--- config.mk ---
export PLATFORM = sky130hd
export DESIGN_NAME = fspc_pipe_ctrl
export DESIGN_NICKNAME = d
export VERILOG_FILES = /design/src/verilog/fspc_stage_reg.v /design/src/verilog/fspc_pipe_ctrl.v
export VERILOG_INCLUDE_DIRS = /design/src /design/src/pkg
export SDC_FILE = /design/constraint.sdc
export NUM_CORES = 1
export LEC_CHECK = 0
export BUFFER_PORTS_ARGS = -buffer_cell sky130_fd_sc_hd__buf_2
export CAP_MARGIN = 5
export CELL_PAD_IN_SITES_DETAIL_PLACEMENT = 0
export CELL_PAD_IN_SITES_GLOBAL_PLACEMENT = 1
export CORE_MARGIN = 2
export CORE_UTILIZATION = 34
export DETAILED_ROUTE_END_ITERATION = 8
export GPL_TIMING_DRIVEN = 0
export PLACE_DENSITY_LB_ADDON = 0.12
export SYNTH_ARGS = -nofsm -noshare
export SYNTH_HDL_FRONTEND = slang
export SYNTH_SLANG_ARGS = --single-unit
export TNS_END_PERCENT = 5
--- constraint.sdc ---
create_clock -name REF_CLK -period 3.2 [get_ports REF_CLK]
set_input_delay 0.64 -clock REF_CLK [delete_from_list [all_inputs] [get_ports REF_CLK]]
set_output_delay 0.64 -clock REF_CLK [all_outputs]
set_load 0.02 [all_outputs]
--- src/pkg/fspc_defs.vh ---
// Constants for the five-stage pipeline hazard control block.
// Assumes inclusion by bare name from the design files; definitions only.
`ifndef FSPC_DEFS_VH
`define FSPC_DEFS_VH

// Stage indices in the valid and exception vectors.
`define FSPC_STG_I        3'h0
`define FSPC_STG_R        3'h1
`define FSPC_STG_A        3'h2
`define FSPC_STG_D        3'h3
`define FSPC_STG_W        3'h4

// Exception cause codes carried down the pipeline.
`define FSPC_EXC_NONE     5'h00
`define FSPC_EXC_IFETCH   5'h01
`define FSPC_EXC_RESV     5'h0A
`define FSPC_EXC_EXEC     5'h0C
`define FSPC_EXC_DATA     5'h04

// Default exception vector and reset fetch address.
`define FSPC_EXC_VECTOR   32'h80000180
`define FSPC_RESET_PC     32'hBFC00000
`define FSPC_PC_STEP      32'h00000004

// Data miss refill states.
`define FSPC_DM_IDLE      2'h0
`define FSPC_DM_VICTIM    2'h1
`define FSPC_DM_REFILL    2'h2

// Instruction miss refill states.
`define FSPC_IM_IDLE      1'h0
`define FSPC_IM_FILL      1'h1

// Words per cache line.
`define FSPC_LINE_WORDS   3'h4

`endif

--- src/verilog/fspc_stage_reg.v ---
// Flip-flop bank holding one pipeline stage word with a hold and a flush.
// Assumes one clock REF_CLK domain and a synchronous active-low reset.
`default_nettype none

module fspc_stage_reg
#(
   parameter W = 8
)
(
   input  wire         clk,
   input  wire         rst_n,
   input  wire         hold,
   input  wire         flush,
   input  wire [W-1:0] d,
   output reg  [W-1:0] q
);

   // Flush wins over hold so a killed slot can never stay live.
   always @(posedge clk)
   begin
      if (!rst_n || flush)
      begin
         q <= {W{1'b0}};
      end
      else if (!hold)
      begin
         q <= d;
      end
   end

endmodule // fspc_stage_reg

`default_nettype wire

--- src/verilog/fspc_pipe_ctrl.v ---
// Hazard, stall, slip and exception control for a five-stage integer pipeline.
// Assumes the caches, write buffer and decoder sit outside, all on REF_CLK.
// How it works
// - ALU and load results write in late W
// - W first resolves exceptions before any write
// - Branch decides in A; target fetched next
// - Fetch both paths, then keep chosen one
// - Load data forwarded after one delay slot
// - Conditions checked per stage; reserved fault in R
// - Exception cancels instruction and younger ones
// - At W record state, vector, clear flags
// - Older complete, younger not; program order
// - Late conditions stall the whole pipeline
// - Data miss in D; dirty victim buffered next
// - Data miss restarts on first doubleword
// - Issue only with operands and resources ready
// - Slip retries; D and W advance, bubbles
// - Killed instructions never cause a slip
// - Instruction miss seen in R, slips A
// - Instruction miss waits for whole line
// - Never write stores into instruction cache
// - Branch-likely not taken nullifies delay slot
`default_nettype none
`include "fspc_defs.vh"

module fspc_pipe_ctrl
(
   input  wire        REF_CLK,
   input  wire        RESET_N,
   input  wire        FETCH_VALID,
   input  wire        IMISS_R,
   input  wire        IFETCH_FAULT,
   input  wire        RESV_INSTR,
   input  wire        EXEC_FAULT,
   input  wire        DATA_FAULT,
   input  wire        IS_BRANCH,
   input  wire        IS_LIKELY,
   input  wire        IS_EXCEPTION_RETURN_INSTRUCTION,
   input  wire        IS_LOAD,
   input  wire        IS_STORE,
   input  wire        WRITES_REG,
   input  wire [4:0]  DEST_REG,
   input  wire [4:0]  SRC_A,
   input  wire [4:0]  SRC_B,
   input  wire        RESOURCE_BUSY,
   input  wire        BRANCH_TAKEN,
   input  wire [31:0] BRANCH_TARGET,
   input  wire [31:0] EXCEPTION_RETURN_TARGET,
   input  wire [31:0] INSTR_PC,
   input  wire        DMISS_D,
   input  wire        VICTIM_DIRTY,
   input  wire        REFILL_FIRST,
   input  wire        IFILL_WORD,
   output reg  [31:0] FETCH_PC,
   output reg  [31:0] ALT_PC,
   output wire        ALT_FETCH,
   output wire        STALL,
   output wire        SLIP,
   output wire        REG_WRITE,
   output reg  [4:0]  REG_WRITE_ADDR,
   output wire [1:0]  FWD_SEL_A,
   output wire [1:0]  FWD_SEL_B,
   output wire        VICTIM_TO_WBUF,
   output wire        ICACHE_STORE_WE,
   output reg         EXC_TAKEN,
   output reg  [4:0]  EXC_CAUSE,
   output reg  [31:0] EXCEPTION_RETURN_PC,
   output reg         IN_DELAY_SLOT,
   output wire        STAGE_PHASE
);

   // Stage word: {valid, exc, cause[4:0], spare, wreg, load, br, dest[4:0], pc[31:0]}.
   localparam SW = 48;

   wire [SW-1:0] r_q;
   wire [SW-1:0] a_q;
   wire [SW-1:0] d_q;
   wire [SW-1:0] w_q;
   reg  [SW-1:0] r_d;
   reg  [SW-1:0] a_d;
   reg  [SW-1:0] d_d;

   reg  [1:0]  dm_state_q;
   reg  [1:0]  dm_state_d;
   reg         im_state_q;
   reg  [2:0]  im_cnt_q;
   reg         phase_q;
   reg         slot_q;
   reg         likely_q;
   reg         alt_q;
   reg         w_is_br_q;

   wire r_v  = r_q[47];
   wire a_v  = a_q[47];
   wire d_v  = d_q[47];
   wire w_v  = w_q[47];
   wire a_ex = a_q[46];
   wire d_ex = d_q[46];
   wire w_ex = w_q[46];

   // Operand match against an older stage that writes a register.
   function fwd_hit;
      input [4:0]    src;
      input [SW-1:0] s;
      begin
         fwd_hit = s[47] && !s[46] && s[39] && (s[36:32] == src) && (src != 5'h00);
      end
   endfunction

   // Forward select: 01 from A result, 10 from D data, 00 register file.
   // Stage words come in as arguments so the select follows every stage change.
   function [1:0] fwd_pick;
      input [4:0]    src;
      input [SW-1:0] a;
      input [SW-1:0] d;
      begin
         if (fwd_hit(src, a) && !a[38])
            fwd_pick = 2'h1;
         else if (fwd_hit(src, d))
            fwd_pick = 2'h2;
         else
            fwd_pick = 2'h0;
      end
   endfunction

   // Exception leaving W redirects and kills everything younger.
   wire exc_w = w_v && w_ex;

   // A load in A cannot feed the next instruction; that slot must wait.
   wire load_use = a_v && !a_ex && a_q[38] &&
                   (fwd_hit(SRC_A, a_q) || fwd_hit(SRC_B, a_q));

   // Cancelled or reserved instructions in R, or a faulting fetch in I, raise no interlock.
   wire r_live = r_v && !exc_w && !(IFETCH_FAULT || RESV_INSTR);

   // Stall freezes everything while a data miss waits for its first doubleword.
   assign STALL = (d_v && !d_ex && DMISS_D && !exc_w) ||
                  (dm_state_q != `FSPC_DM_IDLE && !REFILL_FIRST);

   // Slip holds I and R; the R-stage miss holds the A slot empty.
   assign SLIP = !STALL && r_live &&
                 (load_use || RESOURCE_BUSY || IMISS_R ||
                  im_state_q == `FSPC_IM_FILL);

   // Dirty victim goes to the write buffer the cycle after the miss.
   assign VICTIM_TO_WBUF = (dm_state_q == `FSPC_DM_VICTIM);

   // The instruction cache only receives refills.
   assign ICACHE_STORE_WE = 1'b0;

   // W writes only for clean results, never branches or flagged ones.
   assign REG_WRITE = w_v && !w_ex && w_q[39] && !w_is_br_q && phase_q;

   assign FWD_SEL_A = fwd_pick(SRC_A, a_q, d_q);
   assign FWD_SEL_B = fwd_pick(SRC_B, a_q, d_q);
   assign ALT_FETCH = alt_q;
   assign STAGE_PHASE = phase_q;

   // Next stage words with cancellation and bubble insertion.
   always @*
   begin
      r_d = {SW{1'b0}};
      a_d = {SW{1'b0}};
      d_d = d_q;
      if (FETCH_VALID && !(slot_q && likely_q && !BRANCH_TAKEN))
      begin
         r_d = {1'b1, IFETCH_FAULT, IFETCH_FAULT ? `FSPC_EXC_IFETCH : `FSPC_EXC_NONE,
                1'b0, WRITES_REG, IS_LOAD, IS_BRANCH, DEST_REG, INSTR_PC};
      end
      if (!SLIP)
      begin
         a_d = r_q;
         if (r_v && RESV_INSTR && !r_q[46])
         begin
            a_d[46]    = 1'b1;
            a_d[45:41] = `FSPC_EXC_RESV;
         end
      end
      d_d = a_q;
      if (a_v && !a_ex && EXEC_FAULT)
      begin
         d_d[46]    = 1'b1;
         d_d[45:41] = `FSPC_EXC_EXEC;
      end
   end

   // Late data fault marks the D instruction; older fault in W still wins.
   wire [SW-1:0] w_in = (d_v && !d_ex && DATA_FAULT) ?
                        {d_q[47], 1'b1, `FSPC_EXC_DATA, d_q[40:0]} : d_q;

   fspc_stage_reg #(.W(SW)) u_r (.clk(REF_CLK), .rst_n(RESET_N),
      .hold(STALL || SLIP), .flush(exc_w), .d(r_d), .q(r_q));
   fspc_stage_reg #(.W(SW)) u_a (.clk(REF_CLK), .rst_n(RESET_N),
      .hold(STALL), .flush(exc_w), .d(a_d), .q(a_q));
   fspc_stage_reg #(.W(SW)) u_d (.clk(REF_CLK), .rst_n(RESET_N),
      .hold(STALL), .flush(exc_w), .d(d_d), .q(d_q));
   fspc_stage_reg #(.W(SW)) u_w (.clk(REF_CLK), .rst_n(RESET_N),
      .hold(STALL), .flush(exc_w), .d(w_in), .q(w_q));

   // Data miss sequencer: victim move, then wait for the first doubleword.
   always @*
   begin
      dm_state_d = dm_state_q;
      case (dm_state_q)
         `FSPC_DM_IDLE:
            if (d_v && !d_ex && DMISS_D && !exc_w)
               dm_state_d = VICTIM_DIRTY ? `FSPC_DM_VICTIM : `FSPC_DM_REFILL;
         `FSPC_DM_VICTIM:
            dm_state_d = REFILL_FIRST ? `FSPC_DM_IDLE : `FSPC_DM_REFILL;
         `FSPC_DM_REFILL:
            if (REFILL_FIRST)
               dm_state_d = `FSPC_DM_IDLE;
         default:
            dm_state_d = `FSPC_DM_IDLE;
      endcase
   end

   // Sequencers, phase toggle, branch tracking and fetch address.
   always @(posedge REF_CLK)
   begin
      if (!RESET_N)
      begin
         dm_state_q          <= `FSPC_DM_IDLE;
         im_state_q          <= `FSPC_IM_IDLE;
         im_cnt_q            <= 3'h0;
         phase_q             <= 1'b0;
         slot_q              <= 1'b0;
         likely_q            <= 1'b0;
         alt_q               <= 1'b0;
         w_is_br_q           <= 1'b0;
         FETCH_PC            <= `FSPC_RESET_PC;
         ALT_PC              <= 32'h00000000;
         REG_WRITE_ADDR      <= 5'h00;
         EXC_TAKEN           <= 1'b0;
         EXC_CAUSE           <= `FSPC_EXC_NONE;
         EXCEPTION_RETURN_PC <= 32'h00000000;
         IN_DELAY_SLOT       <= 1'b0;
      end
      else
      begin
         dm_state_q <= dm_state_d;
         phase_q    <= ~phase_q;
         w_is_br_q      <= STALL ? w_is_br_q : d_q[37];
         REG_WRITE_ADDR <= STALL ? REG_WRITE_ADDR : d_q[36:32];
         // Whole line must arrive before the fetch side resumes.
         case (im_state_q)
            `FSPC_IM_IDLE:
               if (IMISS_R && r_live && !STALL)
               begin
                  im_state_q <= `FSPC_IM_FILL;
                  im_cnt_q   <= 3'h0;
               end
            `FSPC_IM_FILL:
               if (IFILL_WORD)
               begin
                  if (im_cnt_q == `FSPC_LINE_WORDS - 3'h1)
                     im_state_q <= `FSPC_IM_IDLE;
                  im_cnt_q <= im_cnt_q + 3'h1;
               end
            default:
               im_state_q <= `FSPC_IM_IDLE;
         endcase
         // Record exception state and vector when a flagged instruction retires.
         EXC_TAKEN <= exc_w;
         if (exc_w)
         begin
            EXC_CAUSE           <= w_q[45:41];
            EXCEPTION_RETURN_PC <= w_q[31:0];
            IN_DELAY_SLOT       <= w_is_br_q;
            FETCH_PC            <= `FSPC_EXC_VECTOR;
            slot_q              <= 1'b0;
            alt_q               <= 1'b0;
         end
         else if (!STALL && !SLIP)
         begin
            // Branch in A: both paths fetched after the slot, then one kept.
            slot_q   <= a_v && !a_ex && a_q[37];
            likely_q <= IS_LIKELY;
            if (slot_q)
            begin
               FETCH_PC <= BRANCH_TARGET;
               ALT_PC   <= FETCH_PC + `FSPC_PC_STEP;
               alt_q    <= 1'b1;
            end
            else if (alt_q)
            begin
               FETCH_PC <= BRANCH_TAKEN ? FETCH_PC + `FSPC_PC_STEP :
                           ALT_PC + `FSPC_PC_STEP;
               alt_q    <= 1'b0;
            end
            else if (r_v && IS_EXCEPTION_RETURN_INSTRUCTION)
               FETCH_PC <= EXCEPTION_RETURN_TARGET;
            else
               FETCH_PC <= FETCH_PC + `FSPC_PC_STEP;
         end
      end
   end

   // Stores are accepted only toward the data side.
   wire unused_ok = IS_STORE;

endmodule // fspc_pipe_ctrl

`default_nettype wire

==> results of run 1 <==
-- worst paths after layout --
path,from,to,slack [ns]
max,u_w.q[46],SLIP,0.14
min,DEST_REG[1],u_r.q[33],0.35
max reg2reg,u_w.q[46],FETCH_PC[18],0.18
min reg2reg,EXCEPTION_RETURN_PC[0],EXCEPTION_RETURN_PC[0],0.45
-- per-layer routing --
layer | share of wire, % | routed length, µm
met5 | 0 | 0
met4 | 2.1 | 967
met3 | 5.9 | 2650
met2 | 49 | 21830
met1 | 43 | 19530
-- final cells by class --
class	instances	area, µm²
fill	3815	20290
inverter	11	43.79
buffer	117	516.7
clock inverter	11	120.1
timing repair buffer	246	1234
sequential	288	5766
multi-input combinational	1133	5982
tap	461	576.8
clock buffer	51	1037
-- worst register-to-register path, cell delays in order (launching register included) --
cell and delay, ns:
dfxtp_1 0.38, nand2_2 0.21, a32oi_2 0.41, and4_1 0.39
a21o_1 0.28, buf_1 0.49, nor2_1 0.13, buf_2 0.26
o211ai_1 0.22, a21oi_1 0.11
-- layout by cell type, fill, tap and decap left out, types with 3 or more instances in the layout --
| master | n |
|---|---|
| nand2_1 | 356 |
| dfxtp_1 | 288 |
| buf_2 | 255 |
| a21oi_1 | 211 |
| nor2_1 | 105 |
| nand3_1 | 99 |
| clkbuf_1 | 92 |
| xor2_1 | 54 |
| a22oi_1 | 48 |
| o21ai_0 | 42 |
| clkbuf_16 | 36 |
| nand4_1 | 25 |
| o211ai_1 | 25 |
| a211oi_1 | 22 |
| xnor2_1 | 20 |
| nor3_1 | 18 |
| and4_1 | 11 |
| and3_1 | 11 |
| buf_1 | 10 |
| a221oi_1 | 10 |
| inv_1 | 9 |
| o221ai_1 | 9 |
| clkbuf_8 | 8 |
| clkinv_2 | 7 |
| nor4_1 | 6 |
| buf_6 | 6 |
| nor2b_1 | 5 |
| buf_4 | 5 |
| and2_1 | 5 |
| a31oi_1 | 4 |
| ha_1 | 4 |
| nand3b_1 | 3 |
| or3_1 | 3 |
| nand4b_1 | 3 |
| o22ai_1 | 3 |
-- power breakdown --
part / internal [mW] / switching [mW] / total, mW
clock network: 2.41 / 1.54 / 3.96
logic: 0.233 / 0.409 / 0.642
registers: 3.68 / 0.0940 / 3.77
total: 6.33 / 2.05 / 8.37
-- cells in the mapped netlist, types with 3 or more instances --
library cell	number
inv_1	9
a21oi_1	212
ha_1	4
xnor2_1	20
buf_6	6
nor2b_1	5
xor2_1	54
clkbuf_1	88
a211oi_1	22
and3_1	11
a22oi_1	48
and2_1	5
buf_2	10
buf_1	10
nor3_1	18
nor2_1	105
buf_4	4
nand3_1	99
o211ai_1	25
and4_1	11
nand3b_1	3
nand2_1	358
o22ai_1	3
a221oi_1	10
nor4_1	6
dfxtp_1	288
a31oi_1	4
o221ai_1	9
nand4b_1	3
or3_1	3
o21ai_0	42
nand4_1	25
-- kinds of logic after synthesis --
group / count (synthesis) / share of synthesized area [%]
and+or+nand+nor: 664 / 23.75
buffers and inverters: 129 / 4.537
adders and majority gates: 4 / 0.4078
xor gates and xnor gates: 74 / 5.281
DFF: 288 / 46.98
muxes: 2 / 0.1631
other: 1 / 0.03055
AOI/OAI and AO/OA: 387 / 18.85
-- through the flow --
stage	util, %	hold WS, ns	setup slack [ns]	area (µm²)
after floorplan	-	0.4321	0.6084	12280
after global placement	39.58	0.4413	-0.3049	14080
after detailed placement	39.58	0.4449	-0.3395	14080
after CTS	42.93	0.3342	0.02403	15270
after global routing	42.95	0.3474	0.009192	15280
final	42.95	0.3538	0.1445	15280
-- flip-flops by register name, summed over array words and instances (netlist names), 2 cells and up, named ones only --
name and cells:
ALT_PC 32, EXCEPTION_RETURN_PC 32, EXC_CAUSE 4, FETCH_PC 30, REG_WRITE_ADDR 5, dm_state_q 2, im_cnt_q 3, u_a.q 44
u_d.q 45, u_r.q 42, u_w.q 39
-- what timing repair did --
item,in CTS,in global routing
hold endpoints to repair,0,0
resized for setup,7,4
cloned,0,0
setup buffers,1,0
setup endpoints to repair,36,10
pin swaps,1,2
==> results_dict.tcl, run 1 <==
set metrics [dict create \
    slowest_delay_ns 0.41 \
    fmax_mhz 327.3 \
    core_area_mm2 0.03557 \
    hold_violations 0 \
    syn_inst 1549 \
    syn_area_per_cell_um2 7.923 \
    total_power_mw 8.373 \
    rsz0062_at_grt "no" \
    nNetsFinal 1967 \
    synth_top_flop_cell "dfxtp_1" \
    synth.top_cell.area_share_pct 46.98 \
    clkLatencyLatePin_ns 0.52 \
    min_period_ns 3.056 \
    start_kind "flip-flop" \
    cts_hold_buf 0 \
    rows 69 \
    synth_edf_count 0 \
    reg2reg_depth 9 \
    slew_viol_final 0 \
    drtIter0Drc 585 \
    slew_headroom_pct 33.08 \
    powerDensity_mw_per_mm2 548.1 \
    wl_mm 44.98 \
    htree_levels 2 \
    placed_cells 2256 \
    cts_buffer_depth 3 \
    ys_seq_area_share_pct 46.98 \
    worst_slew_pin_slew_ns 0.9961 \
    synthTopCellsByArea "dfxtp_1 (47%), nand2_1 (11%), a21oi_1 (8.6%)" \
    cp_max_fo 17 \
    synth_top_cell_by_area "dfxtp_1" \
    grt_util_met1_pct 29.84 \
    clk_pin_slew_ns 0.06 \
    critical_path_class "reg2out" \
    clock-sinks 288 \
    grt_pass1_wl_mm 69.68 \
    synth-seq-cells 288 \
    grt_pass1_vias 11646 \
    cp.buffers_inverters 2 \
    ant_nets 0 \
    cts_buffers 35 \
    dr.pass1.iters 5 \
    diodes 0 \
    cap_viol_max_count 0 \
    setup_viol 0 \
    via_count 11871 \
    path_delay_family "compound AO/OA/AOI/OAI gates" \
    die_area_mm2 0.03763 \
    portBuffers 245 \
    whs_path_depth 3 \
    yosysWarnings 0 \
    path_depth 6 \
    antenna_found_initial 0 \
    area_growth_pct 24.47 \
    leakage_nw 5.892 \
    ys_types 53 \
    status "finished clean" \
    async_flop_share_pct 0 \
    vias_per_cell 5.121 \
    hpwlAfterDp_mm 35.11 \
    syn_area_mm2 0.01227 \
    ios 250 \
    period_share_pct 95.49 \
    cp_data_arrival_time_ns 2.42 \
    track_usage_pct 23.43 \
    grt_busiest_layer "met2" \
    gp_congestion 0.9279 \
    drive_gt1_share_pct 18.04 \
    fp.dieW_um 194.0 \
    wl_per_cell_um 19.40 \
    endpoint_kind "output port" \
    grt_max_degree 18 \
    ctsRootBufferMaster "clkbuf_16" \
    critPathSlowestCell "a32oi_2" \
    hold_path_class "in2reg" \
    fin_cells 2318 \
    crit_chain "nand2_2 > a32oi_2 > and4_1 > o21ai_4 > inv_1 > buf_2" \
    cts_tree "yes" \
    skew_ns 0.01389 \
    grt-ovfl-total 0 \
    initial_core_util_pct 34.50 \
    required_ns 2.56 \
    grt.met3_usage_pct 4.018 \
    tns_ns 0 \
    drc 0 \
    peakVddDrop_uv 312.9 \
    grtUsageMet2_pct 40.86 \
    die_height_um 194.0 \
]
(Power assumes the default switching activity.)
==> run 2, diff against run 1 <==
--- a/config.mk
+++ b/config.mk
@@ -8,8 +8,6 @@
 export LEC_CHECK = 0
 export BUFFER_PORTS_ARGS = -buffer_cell sky130_fd_sc_hd__buf_2
 export CAP_MARGIN = 5
-export CELL_PAD_IN_SITES_DETAIL_PLACEMENT = 0
-export CELL_PAD_IN_SITES_GLOBAL_PLACEMENT = 1
 export CORE_MARGIN = 2
 export CORE_UTILIZATION = 34
 export DETAILED_ROUTE_END_ITERATION = 8
==> run 2 against run 1 <==
Non-clock buffer count stayed put. Final cell count is 0.17% lower. Cell area is 0.42% lower. Critical path type is now reg2reg. Critical endpoint is now FETCH_PC[8].
==> results_dict.tcl, run 2 (synthesized netlist as in run 1, its figures left out) <==
set metrics [dict create \
    wl_per_cell_um 19.32 \
    track_usage_pct 23.05 \
    slew_viol_final 0 \
    gp_congestion 0.9146 \
    min_period_ns 3.196 \
    comb_power_share_pct 7.7 \
    endpoint_kind "flip-flop" \
    status "finished clean" \
    slew_headroom_pct 30.24 \
    ios 250 \
    nNetsFinal 1966 \
    portBuffers 245 \
    fp.dieW_um 194.0 \
    critical_path_class "reg2reg" \
    powerDensity_mw_per_mm2 540.4 \
    layout_common_cells "nand2_1 (357), dfxtp_1 (288), buf_2 (255), a21oi_1 (211), nor2_1 (105)" \
    seq_power_share_pct 45.9 \
    final_area_mm2 0.01521 \
    setup_viol 0 \
    cp_data_arrival_time_ns 3.60 \
    peakVddDrop_uv 253.3 \
    final_common_cell "nand2_1" \
    leakage_nw 5.852 \
    antenna_found_initial 0 \
    hpwlAfterDp_mm 34.63 \
    largest_reg_flops 45 \
    grt_pass1_wl_mm 68.47 \
    slowest_delay_ns 0.66 \
    drc 0 \
    vias_per_cell 5.190 \
    hold_path_class "in2reg" \
    clkLatencyLatePin_ns 0.50 \
    switchingPower_mw 1.985 \
    internal_power_mw 6.236 \
    cp.buffers_inverters 2 \
    crit_chain "clkbuf_1 > nand3b_1 > nand2_1 > clkbuf_1 > o221ai_1 > a221oi_1" \
    drive_gt1_share_pct 17.71 \
    drtIter0Drc 784 \
    fmax_mhz 312.9 \
    switching_share_pct 24.15 \
    cts_buffer_depth 3 \
    cap_viol_max_count 0 \
    initial_core_util_pct 34.50 \
    via_count 12010 \
    whs_ns 0.3725 \
    crit_path_frequent_cell "clkbuf_1" \
    rsz0062_at_grt "no" \
    area_growth_pct 23.95 \
    start_kind "flip-flop" \
    cts_hold_buf 0 \
    skew_ns 0.01477 \
    htree_levels 2 \
    cp_max_fo 10 \
    clock-sinks 288 \
    worst_slew_pin_slew_ns 1.038 \
    ant_nets 0 \
    wl_mm 44.72 \
    grt-ovfl-total 0 \
    top_register "u_d.q" \
    ctsRootBufferMaster "clkbuf_16" \
    rows 69 \
    required_ns 3.60 \
    clkPwrFrac_pct 46.4 \
    critPathSlowestCell "nand2_1" \
    top_regs "u_d.q (45), u_a.q (44), u_r.q (42)" \
    placed_cells 2256 \
    clk_pin_slew_ns 0.06 \
    total_power_mw 8.221 \
    die_area_mm2 0.03763 \
    core_area_mm2 0.03557 \
    dr.pass1.iters 6 \
    placed_area_mm2 0.01408 \
    hold_violations 0 \
    path_delay_family "simple AND/OR/NAND/NOR gates" \
    fin_cells 2314 \
    reg2reg_slack_ns 0.004 \
    cts_buffers 34 \
    cts_tree "yes" \
    grt_pass1_vias 11654 \
    period_share_pct 99.86 \
    die_height_um 194.0 \
    grt_max_degree 20 \
]
-- run 2: layout make-up --
class                           count  area [µm²]
Antenna cell                        1       2.502
Clock inverter                      6       83.83
Clock buffer                       51        1006
Sequential cell                   288        5766
Fill cell                        3707       20360
Inverter                           11       41.29
Timing Repair Buffer              247        1241
Buffer                            116       509.2
Multi-Input combinational cell   1133        5986
Tap cell                          461       576.8
-- run 2: tightest hold or removal path: cells and delay by family --
family	cells	cell delay (ns)
compound gates	1	0.05
buf+inv	1	0.08
simple gates	1	0.07
-- run 2: metal layers --
metal	share of wire (%)	vias to the layer above	GRT usage (%)
met5	0	-	0
met4	2.9	0	7.997
met3	6.0	81	3.601
met2	48	395	40.24
met1	43	5575	28.81
li1	-	5959	-
-- run 2: what timing repair did --
item | in CTS | in global routing
resized for setup | 8 | 0
pin swaps | 2 | 3
endpoints found under the setup margin | 26 | 1
hold endpoints to repair | 0 | 0
buffers inserted | 2 | 0
-- run 2: final timing paths --
| check | endpoint | start | depth (start not counted) |
|---|---|---|---|
| worst min-delay path | u_r.q[26] | INSTR_PC[26] | 3 |
| worst max register to register | FETCH_PC[8] | u_r.q[47] | 6 |
| worst min register to register | STAGE_PHASE | STAGE_PHASE | 1 |
| worst max-delay path | FETCH_PC[8] | u_r.q[47] | 6 |
-- run 2: stage by stage --
stage / utilization, % / worst slack [ns] / TNS, ns
after floorplan: - / 0.6084 / 0
after global placement: 39.58 / -0.3244 / -0.3244
after detailed placement: 39.58 / -0.2846 / -2.478
after CTS: 42.77 / 0.03720 / 0
after global routing: 42.76 / 0.006942 / 0
final: 42.77 / 0.004382 / 0
-- run 2: power groups by stage --
stage,combinational (mW),sequential [mW],clock (mW)
after floorplan,0.338,3.85,0
after global placement,0.628,3.85,0
after detailed placement,0.633,3.85,0
after CTS,0.638,3.77,3.88
after global routing,0.697,3.78,4.04
final,0.636,3.77,3.81
==> run 3, diff against run 2 <==
==> constraint.sdc (replaced) <==
create_clock -name REF_CLK -period 3.4 [get_ports REF_CLK]
set_input_delay 0.68 -clock REF_CLK [delete_from_list [all_inputs] [get_ports REF_CLK]]
set_output_delay 0.68 -clock REF_CLK [all_outputs]
set_load 0.02 [all_outputs]
==> run 3 against run 2 <==
Hold slack improved by 0.040 ns. Sequential cell count is the same. Via count rose by 0.15%. Combinational power is 6.0% lower. Register-to-register slack improved by 0.23 ns. Fmax increased by 0.87%. Utilization about the same. Cell area about the same. Die area did not move. Critical path depth did not move. Global-route usage about the same. Critical path type unchanged. Critical endpoint unchanged.
==> results_dict.tcl, run 3 (synthesized netlist as in run 1, its figures left out) <==
set metrics [dict create \
    status "finished clean" \
    htree_levels 2 \
    leakage_nw 5.857 \
    dr.pass1.iters 5 \
    final_common_cell "nand2_1" \
    total_power_mw 7.735 \
    cap_viol_max_count 0 \
    ctsRootBufferMaster "clkbuf_16" \
    powerDensity_mw_per_mm2 508.6 \
    cts_buffer_depth 3 \
    clock-sinks 288 \
    wl_per_cell_um 19.34 \
    track_usage_pct 23.04 \
    rsz0062_at_grt "no" \
    slew_viol_final 0 \
    endpoint_kind "flip-flop" \
    pre_cts_ws_ns -0.1646 \
    cp_max_fo 10 \
    setup_viol 0 \
    placed_cells 2256 \
    via_count 12028 \
    start_kind "flip-flop" \
    skew_ns 0.01454 \
    top_register "u_d.q" \
    wl_mm 44.75 \
    gp_congestion 0.9146 \
    required_ns 3.80 \
    regArea_mm2 0.005766 \
    min_period_ns 3.168 \
    hold_violations 0 \
    period_share_pct 93.17 \
    rows 69 \
    crit_path_frequent_cell "clkbuf_1" \
    ant_nets 0 \
    fin_cells 2314 \
    placed_area_mm2 0.01408 \
    fillCellCount 3709 \
    slowest_delay_ns 0.67 \
    grt_pass1_vias 11645 \
    cp.buffers_inverters 2 \
    core_area_mm2 0.03557 \
    drc 0 \
    die_area_mm2 0.03763 \
    grt_pass1_wl_mm 68.44 \
    portBuffers 245 \
    drtIter0Drc 799 \
    hpwlAfterDp_mm 34.63 \
    whs_ns 0.4123 \
    final_area_mm2 0.01521 \
    initial_core_util_pct 34.50 \
    antenna_found_initial 0 \
    critPathSlowestCell "nand2_1" \
    clkLatencyLatePin_ns 0.50 \
    peakVddDrop_uv 238.0 \
    cts_buffers 34 \
    grt_max_degree 13 \
    path_delay_family "simple AND/OR/NAND/NOR gates" \
    nNetsFinal 1967 \
    crit_chain "clkbuf_1 > nand3b_1 > nand2_1 > clkbuf_1 > o221ai_1 > a221oi_1" \
    top_regs "u_d.q (45), u_a.q (44), u_r.q (42)" \
    multi_input_area_mm2 0.005979 \
    area_growth_pct 23.92 \
    finish.utilization_pct 42.76 \
    drive_gt1_share_pct 17.70 \
    fp.dieW_um 194.0 \
    tns_ns 0 \
    die_height_um 194.0 \
    cts_tree "yes" \
    setup_ws_ns 0.2321 \
    cp_data_arrival_time_ns 3.57 \
    fmax_mhz 315.7 \
    ios 250 \
    slew_headroom_pct 30.32 \
    diodes 0 \
    largest_reg_flops 45 \
    grt-ovfl-total 0 \
    vias_per_cell 5.198 \
    hold_path_class "in2reg" \
    worst_slew_pin_slew_ns 1.037 \
    layout_common_cells "nand2_1 (357), dfxtp_1 (288), buf_2 (255), a21oi_1 (211), nor2_1 (105)" \
    clk_pin_slew_ns 0.06 \
    critical_path_class "reg2reg" \
]
run 3: worst min-delay path, cell delays in order:
cell and delay (ns):
buf_2 0.07, a22oi_1 0.05, nor2_1 0.07
run 3: power breakdown:
group | leakage, nW | total, mW | switching [mW] | internal, mW
Clock | 0.537 | 3.58 | 1.40 | 2.19
Sequential | 2.34 | 3.55 | 0.0889 | 3.46
Combinational | 2.98 | 0.598 | 0.380 | 0.218
run 3: final timing paths:
check             slack [ns]        start  cells past startpoint          end
setup / recovery        0.23    u_r.q[47]                      6  FETCH_PC[8]
hold / removal          0.41  DEST_REG[1]                      3    u_r.q[33]
setup reg to reg        0.23    u_r.q[47]                      6  FETCH_PC[8]
hold reg to reg         0.45  STAGE_PHASE                      1  STAGE_PHASE
run 3: final cells by class:
type | instances | share of cell area (%)
plain buffers | 117 | 3.381
clock buffers | 51 | 6.615
clock inverters | 6 | 0.5512
inverters | 11 | 0.2715
multi-input cells | 1133 | 39.32
flip-flops and latches | 288 | 37.91
well taps | 461 | 3.793
repair buffers | 247 | 8.161
run 3: timing repair:
action | 4_1_cts | 5_1_grt
setup buffers | 1 | 1
hold buffers | 0 | 0
gates cloned | 0 | 0
gates resized for setup | 6 | 2
pin swaps | 1 | 2
endpoints found under the setup margin | 2 | 2
run 3: routing by layer:
layer  part of all wire [%]  global-route usage (%)
met5                      0                       0
met4                    2.9                   7.688
met3                    5.9                   3.601
met2                     49                   40.44
met1                     43                   28.75
